<file path="src/include/cioc_params.svh">
`ifndef CIOC_PARAMS_SVH
`define CIOC_PARAMS_SVH

// ----------------------------------------------------------------
// Register map (byte addresses)
// ----------------------------------------------------------------
`define CIOC_ADDR_CTRL 8'h00
`define CIOC_ADDR_STATUS 8'h04
`define CIOC_ADDR_IRQ_STAT 8'h08
`define CIOC_ADDR_IRQ_MASK 8'h0C
`define CIOC_ADDR_EVENTS 8'h10
`define CIOC_ADDR_MANUAL 8'h14
`define CIOC_ADDR_PRESET 8'h18
`define CIOC_ADDR_OUTPUT 8'h1C

// ----------------------------------------------------------------
// Field positions
// ----------------------------------------------------------------
`define CIOC_CTRL_EXT_PRESENT 0
`define CIOC_CTRL_KEY_STOP 1
`define CIOC_CTRL_KEY_UP 2
`define CIOC_CTRL_KEY_DOWN 3
`define CIOC_CTRL_CTRL1_RELAY 4
`define CIOC_CTRL_RETRANS1_TYPE_LSB 8
`define CIOC_CTRL_RETRANS2_TYPE_LSB 12
`define CIOC_CTRL_PID_LSB 16
`define CIOC_LOOP_SUPPLY_TYPE 4'h4
`define CIOC_PATTERN_MAX 9'h12C
`define CIOC_PATTERN_DEF 9'h001
`define CIOC_OUT_RESET 16'h0000
`define CIOC_BRESP_OKAY 2'h0
`define CIOC_BRESP_SLVERR 2'h2
`define CIOC_NUM_INPUTS 15
`define CIOC_NUM_EVT 8

`endif

</file>
<file path="src/include/cioc_pkg.sv">
`default_nettype none
package cioc_pkg;
  typedef enum logic [2:0] {
    CIOC_RESET_MODE = 3'h0,
    CIOC_RUN = 3'h1,
    CIOC_HOLD = 3'h2,
    CIOC_LOCAL = 3'h3
  } cioc_mode_t;

  typedef struct packed {
    logic ext_pattern_add256;
    logic ext_pattern_add128;
    logic ext_pattern_add64;
    logic ext_pattern_add32;
    logic ext_pattern_add16;
    logic ext_auto_manual_in;
    logic ext_advance_in;
    logic ext_hold_in;
    logic local_mode_in;
    logic run_stop_in;
    logic run_start_in;
    logic [3:0] pattern_sel;
  } cioc_inputs_t;

  typedef struct packed {
    logic [5:0] pv_event;
    logic instr_alarm1;
    logic [15:0] time_event;
  } cioc_events_t;

  typedef struct packed {
    cioc_inputs_t prev;
    cioc_inputs_t cur;
  } cioc_sync_t;
endpackage : cioc_pkg
`default_nettype wire

</file>
<file path="src/hw/cioc_edge.sv">
`default_nettype none
`include "cioc_params.svh"
module cioc_edge
  import cioc_pkg::*;
(
  input wire logic aclk, // Clock
  input wire logic aresetn, // Sync reset, low active
  input wire cioc_inputs_t raw, // Contact inputs
  output cioc_inputs_t level, // Sampled levels
  output cioc_inputs_t rise // One-cycle off-to-on events
);
  cioc_sync_t st_ff;
  cioc_sync_t nxt_st;

  always_comb
  begin
    nxt_st.cur = raw;
    nxt_st.prev = st_ff.cur;
  end

  always_ff @(posedge aclk)
  begin
    // Both stages load the pins, so a contact held on through reset makes no edge
    if (!aresetn)
    begin
      st_ff.prev <= raw;
      st_ff.cur <= raw;
    end
    else
      st_ff <= nxt_st;
  end

  assign level = st_ff.cur;
  assign rise = st_ff.cur & ~st_ff.prev;
endmodule : cioc_edge
`default_nettype wire

</file>
<file path="src/hw/cioc_top.sv">
`default_nettype none
`include "cioc_params.svh"
module cioc_top
  import cioc_pkg::*;
#(
  parameter int OUT_W = 16,
  parameter int PAT_W = 9
)
(
  input wire logic aclk, // Clock, 100 MHz
  input wire logic aresetn, // Sync reset, low active
  input wire logic [31:0] s_axi_awaddr, // Write address
  input wire logic s_axi_awvalid, // Write address valid
  output logic s_axi_awready, // Write address ready
  input wire logic [31:0] s_axi_wdata, // Write data
  input wire logic [3:0] s_axi_wstrb, // Write strobes
  input wire logic s_axi_wvalid, // Write data valid
  output logic s_axi_wready, // Write data ready
  output logic [1:0] s_axi_bresp, // Write response
  output logic s_axi_bvalid, // Write response valid
  input wire logic s_axi_bready, // Write response ready
  input wire logic [31:0] s_axi_araddr, // Read address
  input wire logic s_axi_arvalid, // Read address valid
  output logic s_axi_arready, // Read address ready
  output logic [31:0] s_axi_rdata, // Read data
  output logic [1:0] s_axi_rresp, // Read response
  output logic s_axi_rvalid, // Read valid
  input wire logic s_axi_rready, // Read ready
  input wire cioc_inputs_t contacts, // Contact inputs
  input wire cioc_events_t events, // PV, alarm and time event sources
  output logic [6:0] event_out, // Base contact outputs
  output logic [7:0] ext_mod1_out, // First extension module outputs
  output logic [7:0] ext_mod3_out, // Third extension module outputs
  output logic [OUT_W-1:0] ctrl_out_value, // Control output value
  output logic loop_supply_en, // Loop supply on shared terminal
  output logic retrans1_en, // Retransmission 1 active
  output logic retrans2_en, // Retransmission 2 on control terminal
  output logic [PAT_W-1:0] pattern_no, // Selected pattern number
  output cioc_mode_t mode, // Operating mode
  output logic auto_mode, // Automatic output mode
  output logic seg_advance, // One-cycle segment advance pulse
  output logic irq // Level interrupt
);
  // ----------------------------------------------------------------
  // State
  // ----------------------------------------------------------------
  typedef struct packed {
    logic aw_free;
    logic w_free;
    logic [7:0] aw_addr;
    logic [31:0] w_data;
    logic [3:0] w_strb;
    logic bvalid;
    logic [1:0] bresp;
    logic arready;
    logic rvalid;
    logic [31:0] rdata;
    logic [1:0] rresp;
    logic [31:0] ctrl;
    logic [7:0] irq_stat;
    logic [7:0] irq_mask;
    logic [OUT_W-1:0] manual_val;
    logic [OUT_W-1:0] preset_val;
    logic [OUT_W-1:0] out_val;
    logic [PAT_W-1:0] pattern;
    cioc_mode_t mode;
    logic auto_md;
    logic advance;
    logic [6:0] ev_out;
    logic [7:0] ext1;
    logic [7:0] ext3;
    logic loop_sup;
    logic retrans1_type;
    logic retrans2_type;
    logic irq;
    logic up_prev;
    logic dn_prev;
  } cioc_state_t;

  cioc_state_t s_ff;
  cioc_state_t nxt_s;
  cioc_inputs_t lvl;
  cioc_inputs_t rise;

  cioc_edge u_edge (
    .aclk(aclk),
    .aresetn(aresetn),
    .raw(contacts),
    .level(lvl),
    .rise(rise)
  );

  // ----------------------------------------------------------------
  // Helpers
  // ----------------------------------------------------------------
  function automatic logic [31:0] merge(input logic [31:0] old, input logic [31:0] d,
                                        input logic [3:0] be);
    logic [31:0] r;
    r = old;
    for (int i = 0; i < 4; i++)
    begin
      if (be[i])
        r[i*8 +: 8] = d[i*8 +: 8];
    end
    return r;
  endfunction : merge

  logic ext_present;
  logic [3:0] retrans1_type_type;
  logic [3:0] retrans2_type_type;
  logic [PAT_W-1:0] sel_pattern;
  logic key_stop_rise;
  logic up_rise;
  logic dn_rise;
  logic [7:0] evt_set;

  assign ext_present = s_ff.ctrl[`CIOC_CTRL_EXT_PRESENT];
  assign retrans1_type_type = s_ff.ctrl[`CIOC_CTRL_RETRANS1_TYPE_LSB +: 4];
  assign retrans2_type_type = s_ff.ctrl[`CIOC_CTRL_RETRANS2_TYPE_LSB +: 4];
  assign up_rise = s_ff.ctrl[`CIOC_CTRL_KEY_UP] & ~s_ff.up_prev;
  assign dn_rise = s_ff.ctrl[`CIOC_CTRL_KEY_DOWN] & ~s_ff.dn_prev;

  // Extension weights only count when a module is fitted
  always_comb
  begin
    sel_pattern = PAT_W'(lvl.pattern_sel);
    if (ext_present)
      sel_pattern = sel_pattern + {lvl.ext_pattern_add256, lvl.ext_pattern_add128,
                                   lvl.ext_pattern_add64, lvl.ext_pattern_add32,
                                   lvl.ext_pattern_add16, 4'h0};
  end

  // ----------------------------------------------------------------
  // Next state
  // ----------------------------------------------------------------
  always_comb
  begin
    nxt_s = s_ff;
    nxt_s.advance = 1'b0;
    nxt_s.up_prev = s_ff.ctrl[`CIOC_CTRL_KEY_UP];
    nxt_s.dn_prev = s_ff.ctrl[`CIOC_CTRL_KEY_DOWN];
    key_stop_rise = 1'b0;
    evt_set = '0;

    // AXI write: address and data taken in either order
    // Ready flags are kept as free flags so the ready outputs come straight from flops
    if (s_axi_awvalid && s_ff.aw_free)
    begin
      nxt_s.aw_free = 1'b0;
      nxt_s.aw_addr = s_axi_awaddr[7:0];
    end
    if (s_axi_wvalid && s_ff.w_free)
    begin
      nxt_s.w_free = 1'b0;
      nxt_s.w_data = s_axi_wdata;
      nxt_s.w_strb = s_axi_wstrb;
    end
    if (!s_ff.aw_free && !s_ff.w_free && !s_ff.bvalid)
    begin
      nxt_s.bvalid = 1'b1;
      nxt_s.bresp = `CIOC_BRESP_OKAY;
      nxt_s.aw_free = 1'b1;
      nxt_s.w_free = 1'b1;
      case (s_ff.aw_addr)
        `CIOC_ADDR_CTRL:
        begin
          // Bits 18:16 keep one of eight PID groups for the loop
          nxt_s.ctrl = merge(s_ff.ctrl, s_ff.w_data, s_ff.w_strb);
          key_stop_rise = nxt_s.ctrl[`CIOC_CTRL_KEY_STOP] & ~s_ff.ctrl[`CIOC_CTRL_KEY_STOP];
          nxt_s.ctrl[`CIOC_CTRL_KEY_STOP] = 1'b0;
        end
        `CIOC_ADDR_IRQ_STAT:
          if (s_ff.w_strb[0])
            nxt_s.irq_stat = s_ff.irq_stat & ~s_ff.w_data[7:0];
        `CIOC_ADDR_IRQ_MASK:
          if (s_ff.w_strb[0])
            nxt_s.irq_mask = s_ff.w_data[7:0];
        `CIOC_ADDR_MANUAL:
          nxt_s.manual_val = OUT_W'(merge(32'(s_ff.manual_val), s_ff.w_data, s_ff.w_strb));
        `CIOC_ADDR_PRESET:
          nxt_s.preset_val = OUT_W'(merge(32'(s_ff.preset_val), s_ff.w_data, s_ff.w_strb));
        `CIOC_ADDR_STATUS, `CIOC_ADDR_EVENTS, `CIOC_ADDR_OUTPUT: ;
        default:
          nxt_s.bresp = `CIOC_BRESP_SLVERR;
      endcase
    end
    if (s_ff.bvalid && s_axi_bready)
      nxt_s.bvalid = 1'b0;

    // AXI read: one-cycle arready then rvalid
    nxt_s.arready = s_axi_arvalid && !s_ff.arready && !s_ff.rvalid;
    if (s_ff.arready)
    begin
      nxt_s.rvalid = 1'b1;
      nxt_s.rresp = `CIOC_BRESP_OKAY;
      case (s_axi_araddr[7:0])
        `CIOC_ADDR_CTRL: nxt_s.rdata = s_ff.ctrl;
        `CIOC_ADDR_STATUS: nxt_s.rdata = {11'h000, s_ff.auto_md, 1'b0, s_ff.mode,
                                          7'h00, s_ff.pattern};
        `CIOC_ADDR_IRQ_STAT: nxt_s.rdata = {24'h000000, s_ff.irq_stat};
        `CIOC_ADDR_IRQ_MASK: nxt_s.rdata = {24'h000000, s_ff.irq_mask};
        `CIOC_ADDR_EVENTS: nxt_s.rdata = {9'h000, s_ff.ext3, s_ff.ext1, s_ff.ev_out};
        `CIOC_ADDR_MANUAL: nxt_s.rdata = 32'(s_ff.manual_val);
        `CIOC_ADDR_PRESET: nxt_s.rdata = 32'(s_ff.preset_val);
        `CIOC_ADDR_OUTPUT: nxt_s.rdata = 32'(s_ff.out_val);
        default:
        begin
          nxt_s.rdata = 32'h00000000;
          nxt_s.rresp = `CIOC_BRESP_SLVERR;
        end
      endcase
    end
    if (s_ff.rvalid && s_axi_rready)
      nxt_s.rvalid = 1'b0;

    // ----------------------------------------------------------------
    // Operating mode; stop wins when both edges arrive together
    // ----------------------------------------------------------------
    if (rise.run_stop_in || key_stop_rise)
    begin
      nxt_s.mode = CIOC_RESET_MODE;
      evt_set[1] = 1'b1;
    end
    else if (rise.local_mode_in)
    begin
      nxt_s.mode = CIOC_LOCAL;
      evt_set[2] = 1'b1;
    end
    else if (rise.run_start_in)
    begin
      nxt_s.mode = CIOC_RUN;
      evt_set[0] = 1'b1;
    end
    else if (ext_present && rise.ext_hold_in && s_ff.mode == CIOC_RUN)
    begin
      nxt_s.mode = CIOC_HOLD;
      evt_set[3] = 1'b1;
    end
    if (ext_present && rise.ext_advance_in &&
        (s_ff.mode == CIOC_RUN || s_ff.mode == CIOC_HOLD))
    begin
      nxt_s.advance = 1'b1;
      evt_set[4] = 1'b1;
    end

    // Pattern tracked only in reset mode; zero or above CIOC_PATTERN_MAX selects the default pattern
    if (s_ff.mode == CIOC_RESET_MODE && !rise.run_start_in)
    begin
      if (sel_pattern > `CIOC_PATTERN_MAX || sel_pattern == '0)
        nxt_s.pattern = `CIOC_PATTERN_DEF;
      else
        nxt_s.pattern = sel_pattern;
      if (nxt_s.pattern != s_ff.pattern)
        evt_set[5] = 1'b1;
    end

    // Auto/manual is a level; without a module the block stays automatic
    nxt_s.auto_md = ext_present ? lvl.ext_auto_manual_in : 1'b1;
    if (ext_present && s_ff.auto_md != nxt_s.auto_md)
      evt_set[6] = 1'b1;
    if (!s_ff.auto_md)
    begin
      if (up_rise && s_ff.manual_val != '1)
        nxt_s.manual_val = s_ff.manual_val + 1'b1;
      else if (dn_rise && s_ff.manual_val != '0)
        nxt_s.manual_val = s_ff.manual_val - 1'b1;
    end

    // Preset dominates manual whenever stopped
    if (s_ff.mode == CIOC_RESET_MODE)
      nxt_s.out_val = s_ff.preset_val;
    else if (!s_ff.auto_md)
      nxt_s.out_val = s_ff.manual_val;
    else
      nxt_s.out_val = s_ff.out_val;

    // Contact output mapping
    nxt_s.ev_out = {events.time_event[3:0], events.instr_alarm1,
                    events.pv_event[1:0]};
    nxt_s.ext1 = ext_present ? {events.time_event[9:4], events.pv_event[3:2]} : 8'h00;
    nxt_s.ext3 = ext_present ? {events.time_event[15:10], events.pv_event[5:4]} : 8'h00;
    evt_set[7] = |(nxt_s.ev_out & ~s_ff.ev_out);

    // Shared terminals
    nxt_s.loop_sup = (retrans1_type_type == `CIOC_LOOP_SUPPLY_TYPE) ||
                     (retrans2_type_type == `CIOC_LOOP_SUPPLY_TYPE);
    nxt_s.retrans1_type = (retrans1_type_type != 4'h0) && (retrans1_type_type != `CIOC_LOOP_SUPPLY_TYPE);
    nxt_s.retrans2_type = (retrans2_type_type != 4'h0) && (retrans2_type_type != `CIOC_LOOP_SUPPLY_TYPE) &&
                 s_ff.ctrl[`CIOC_CTRL_CTRL1_RELAY];

    // Sticky status: a set beats a clear in the same cycle
    nxt_s.irq_stat = nxt_s.irq_stat | evt_set;
    nxt_s.irq = |(nxt_s.irq_stat & nxt_s.irq_mask);
  end

  always_ff @(posedge aclk)
  begin
    if (!aresetn)
    begin
      s_ff <= '0;
      s_ff.mode <= CIOC_RESET_MODE;
      s_ff.auto_md <= 1'b1;
      s_ff.pattern <= `CIOC_PATTERN_DEF;
      s_ff.out_val <= `CIOC_OUT_RESET;
      s_ff.aw_free <= 1'b1;
      s_ff.w_free <= 1'b1;
    end
    else
      s_ff <= nxt_s;
  end

  // ----------------------------------------------------------------
  // Outputs
  // ----------------------------------------------------------------
  assign s_axi_awready = s_ff.aw_free;
  assign s_axi_wready = s_ff.w_free;
  assign s_axi_bvalid = s_ff.bvalid;
  assign s_axi_bresp = s_ff.bresp;
  assign s_axi_arready = s_ff.arready;
  assign s_axi_rvalid = s_ff.rvalid;
  assign s_axi_rdata = s_ff.rdata;
  assign s_axi_rresp = s_ff.rresp;
  assign event_out = s_ff.ev_out;
  assign ext_mod1_out = s_ff.ext1;
  assign ext_mod3_out = s_ff.ext3;
  assign ctrl_out_value = s_ff.out_val;
  assign loop_supply_en = s_ff.loop_sup;
  assign retrans1_en = s_ff.retrans1_type;
  assign retrans2_en = s_ff.retrans2_type;
  assign pattern_no = s_ff.pattern;
  assign mode = s_ff.mode;
  assign auto_mode = s_ff.auto_md;
  assign seg_advance = s_ff.advance;
  assign irq = s_ff.irq;
endmodule : cioc_top
`default_nettype wire

</file>
<file path="config.mk">
export PLATFORM = sky130hd
export DESIGN_NAME = cioc_top
export DESIGN_NICKNAME = d
export VERILOG_FILES = /design/src/include/cioc_pkg.sv /design/src/hw/cioc_edge.sv /design/src/hw/cioc_top.sv
export VERILOG_INCLUDE_DIRS = /design/src /design/src/include
export SDC_FILE = /design/constraint.sdc
export NUM_CORES = 1
export LEC_CHECK = 0
export BUFFER_PORTS_ARGS = -buffer_cell sky130_fd_sc_hd__buf_2
export CAP_MARGIN = 20
export CORE_UTILIZATION = 45
export CTS_BUF_LIST = sky130_fd_sc_hd__clkbuf_4
export DETAILED_ROUTE_END_ITERATION = 6
export GPL_ROUTABILITY_DRIVEN = 1
export PLACE_DENSITY = 0.73
export SLEW_MARGIN = 20
export SYNTH_ARGS = -nofsm -noshare
export SYNTH_HDL_FRONTEND = slang
export SYNTH_SLANG_ARGS = --single-unit
</file>
<file path="constraint.sdc">
create_clock -name aclk -period 5.95 [get_ports aclk]
set_clock_uncertainty 0.2 [all_clocks]
set_input_delay 1.4875 -clock aclk [delete_from_list [all_inputs] [get_ports aclk]]
set_output_delay 1.4875 -clock aclk [all_outputs]
set_load 0.01 [all_outputs]
</file>
==> impl_metrics.env <==
export IMPL_cts_buffer_depth=3
export IMPL_cts_resized=0
export IMPL_fp_row_count=57
export IMPL_cp_end_kind="flip-flop"
export IMPL_drtIter0Drc=798
export IMPL_drv_slew=0
export IMPL_r2r_setup_slack_ps=2380
export IMPL_hold_slack_ps=266
export IMPL_die_w_um=161
export IMPL_layout_commonest_cell="dfxtp_1"
export IMPL_synth_seq_cells=240
export IMPL_fin_crit_sh_pct=59.9
export IMPL_worstRegToRegCells=7
export IMPL_gp_congestion=0.941
export IMPL_crit_required_ps=6380
export IMPL_r2r_end="irq"
export IMPL_synth_edf_count=0
export IMPL_synthArstFlopShare_pct=0
export IMPL_min_to="s_ff[138]"
export IMPL_rsz0062_at_grt="no"
export IMPL_period_needed_ps=3570
export IMPL_max_freq_mhz=280
export IMPL_synth_top_area_share_pct=42.3
export IMPL_arrival_ps=4000
export IMPL_p_per_area_nw_per_um2=253
export IMPL_setup_tns_ps=0
export IMPL_place_port_buffers=191
export IMPL_ir_worst_vdd_v=0.000166
export IMPL_syn_avg_cell_area_um2=8.75
export IMPL_vias_per_cell=5.59
export IMPL_grt_pass1_vias=9424
export IMPL_p_leak_nw=5.34
export IMPL_outcome="finished, final reports clean"
export IMPL_cts_tree="built"
export IMPL_synth_top_cell_by_area="dfxtp_1"
export IMPL_cts_inserted_buffers=60
export IMPL_yosysWarnings=0
export IMPL_worst_pin_slew_ps=1060
export IMPL_antenna_found_initial=3
export IMPL_hold_viol=0
export IMPL_hpwlAfterDp_um=22500
export IMPL_startpoint_type="input pin"
export IMPL_relSlewSlack_pct=28.7
export IMPL_instances_no_fill=1756
export IMPL_dieArea_um2=25900
export IMPL_syn_to_final_growth_pct=11.0
export IMPL_synth_area_leaders="dfxtp_1 42%, nand2_1 6.0%, buf_4 5.8%"
export IMPL_setup_ws_ps=2380
export IMPL_die_h_um=161
export IMPL_grt_ovfl_total=0
export IMPL_finalSetupViolations=0
export IMPL_io_pins=243
export IMPL_drc=0
export IMPL_cts_sinks=240
export IMPL_dp_slack_ps=1720
export IMPL_cts_setup_buffers=0
export IMPL_drive_above_1_share_pct=22.5
export IMPL_placed_cell_area_um2=11900
export IMPL_clkLatencyLatePin_ps=690
export IMPL_cts_max_level=2
export IMPL_core_area_um2=24500
export IMPL_reg2reg_from="s_ff[215]"
export IMPL_yosysUniqueCellTypes=69
export IMPL_dr_total_vias=9808
export IMPL_grt_max_degree=81
export IMPL_hp_start="s_ff[138]"
export IMPL_min_path_cells=2
export IMPL_synth_area_um2=11400
export IMPL_drv_cap=0
export IMPL_wire_per_inst_um=18.2
export IMPL_synth_flop_cell="dfxtp_1"
export IMPL_worstHoldPathType="reg -> reg"
export IMPL_layout_common_cells="240 x dfxtp_1, 190 x buf_2, 183 x nand2_1, 86 x nor2b_1, 82 x a21boi_0"
export IMPL_grt_pass1_wl_um=50600
export IMPL_ys_seq_area_share_pct=42.3
export IMPL_path_max_fanout=9
export IMPL_track_usage_pct=24.5
export IMPL_wirelength_um=32000
export IMPL_clk_pin_slew_ps=60
export IMPL_ant_nets=0
export IMPL_finalNetCount=1545
export IMPL_final_cell_area_um2=12600
export IMPL_hold_buffers=0
export IMPL_firstDrtPassIters=6
export IMPL_start_util_pct=46.3
export IMPL_root_buffer="clkbuf_4"
export IMPL_critPathKind="in -> reg"
export IMPL_syn_inst=1298
export IMPL_placed_cells=1657
-- through the flow --
stage,total power [mW],utilization [%]
after floorplan,1.84,-
after global placement,1.92,48.6
after detailed placement,1.92,48.6
after CTS,3.22,51.4
after global routing,3.34,51.4
final,3.19,51.4
-- power breakdown --
group / internal, mW / switching [mW]
logic: 0.0820 / 0.114
clock network: 0.664 / 0.634
registers: 1.65 / 0.0477
-- synthesized netlist by cell type, types with 3 or more instances --
master,instances
or3_1,6
dfxtp_1,240
nand2_1,183
nor2_1,26
and2_1,35
o21a_1,20
a211oi_1,6
mux2i_1,56
a21oi_1,34
a31oi_1,16
nor4_1,8
or2_2,3
xnor2_1,4
xor2_1,9
and4b_1,3
a41oi_1,3
nand4_1,8
nand3_1,51
a22oi_1,36
o211ai_1,3
inv_1,17
a222oi_1,8
nand3b_1,4
clkbuf_1,83
a21boi_0,82
o22ai_1,11
buf_4,87
nor2b_1,86
ha_1,5
a32oi_1,7
a22o_1,6
o221a_2,3
nand2b_1,14
buf_2,3
nor3_1,11
o311a_1,4
o32ai_1,3
mux2_2,11
and3_1,21
o21ai_0,34
or4_1,3
a221oi_1,9
-- registers in the layout, indices dropped and copies added (netlist names), 2 cells and up --
register / count
u_edge.level: 15
ext_mod1_out: 8
retrans2_type_type: 4
event_out: 7
nxt_s: 2
s_ff: 114
pattern_no: 9
retrans1_type_type: 4
ctrl_out_value: 16
u_edge.st_ff: 5
mode: 2
s_axi_rdata: 32
ext_mod3_out: 8
-- layout make-up --
type | count | area [um2]
fillers | 2405 | 11900
multi-input cells | 868 | 5550
flip-flops and latches | 240 | 4800
repair buffers | 208 | 1090
clock buffers | 81 | 608
well taps | 324 | 405
clock inverters | 15 | 83.8
inverters | 17 | 63.8
diodes | 3 | 7.51
-- per-layer routing --
| layer | vias to the layer above | GRT usage [%] | share of wire, % |
|---|---|---|---|
| li1 | 4710 | - | - |
| met1 | 4648 | 33.3 | 45 |
| met2 | 408 | 37.4 | 44 |
| met3 | 42 | 7.00 | 9.1 |
| met4 | 0 | 7.80 | 1.9 |
| met5 | - | 0 | 0 |
-- worst max-delay path: stages --
cell	delay (ps)
buf_2	100
nor4_2	610
nand3_1	210
nor2_1	640
buf_4	310
a22o_1	160
a221oi_1	50
a31oi_1	260
o21a_1	170
-- cell families after synthesis --
kind of cell,count (synthesis),share of synthesized area (%)
other,1,0.0330
xor gates and xnor gates,13,1.00
adders and majority gates,5,0.551
buffers and inverters,192,9.25
muxes,67,6.03
and+or+nand+nor,476,21.7
DFF,240,42.3
AOI/OAI and AO/OA,304,19.2
-- how the worst max path moves through the flow --
stage | startpoint | end | slack [ps] | depth (start not counted)
2_1_floorplan | s_axi_araddr[1] | s_axi_rdata[7] | 2420 | 7
3_3_place_gp | s_axi_araddr[1] | s_axi_rdata[3] | 1750 | 9
3_5_place_dp | s_axi_araddr[1] | s_axi_rdata[19] | 1720 | 7
4_1_cts | s_axi_araddr[1] | s_axi_rdata[19] | 2450 | 7
5_1_grt | s_ff[75] | s_ff[82] | 2230 | 8
6_report | s_axi_araddr[1] | s_axi_rdata[3] | 2380 | 9
Note: power is estimated with default switching activity, not from simulation.
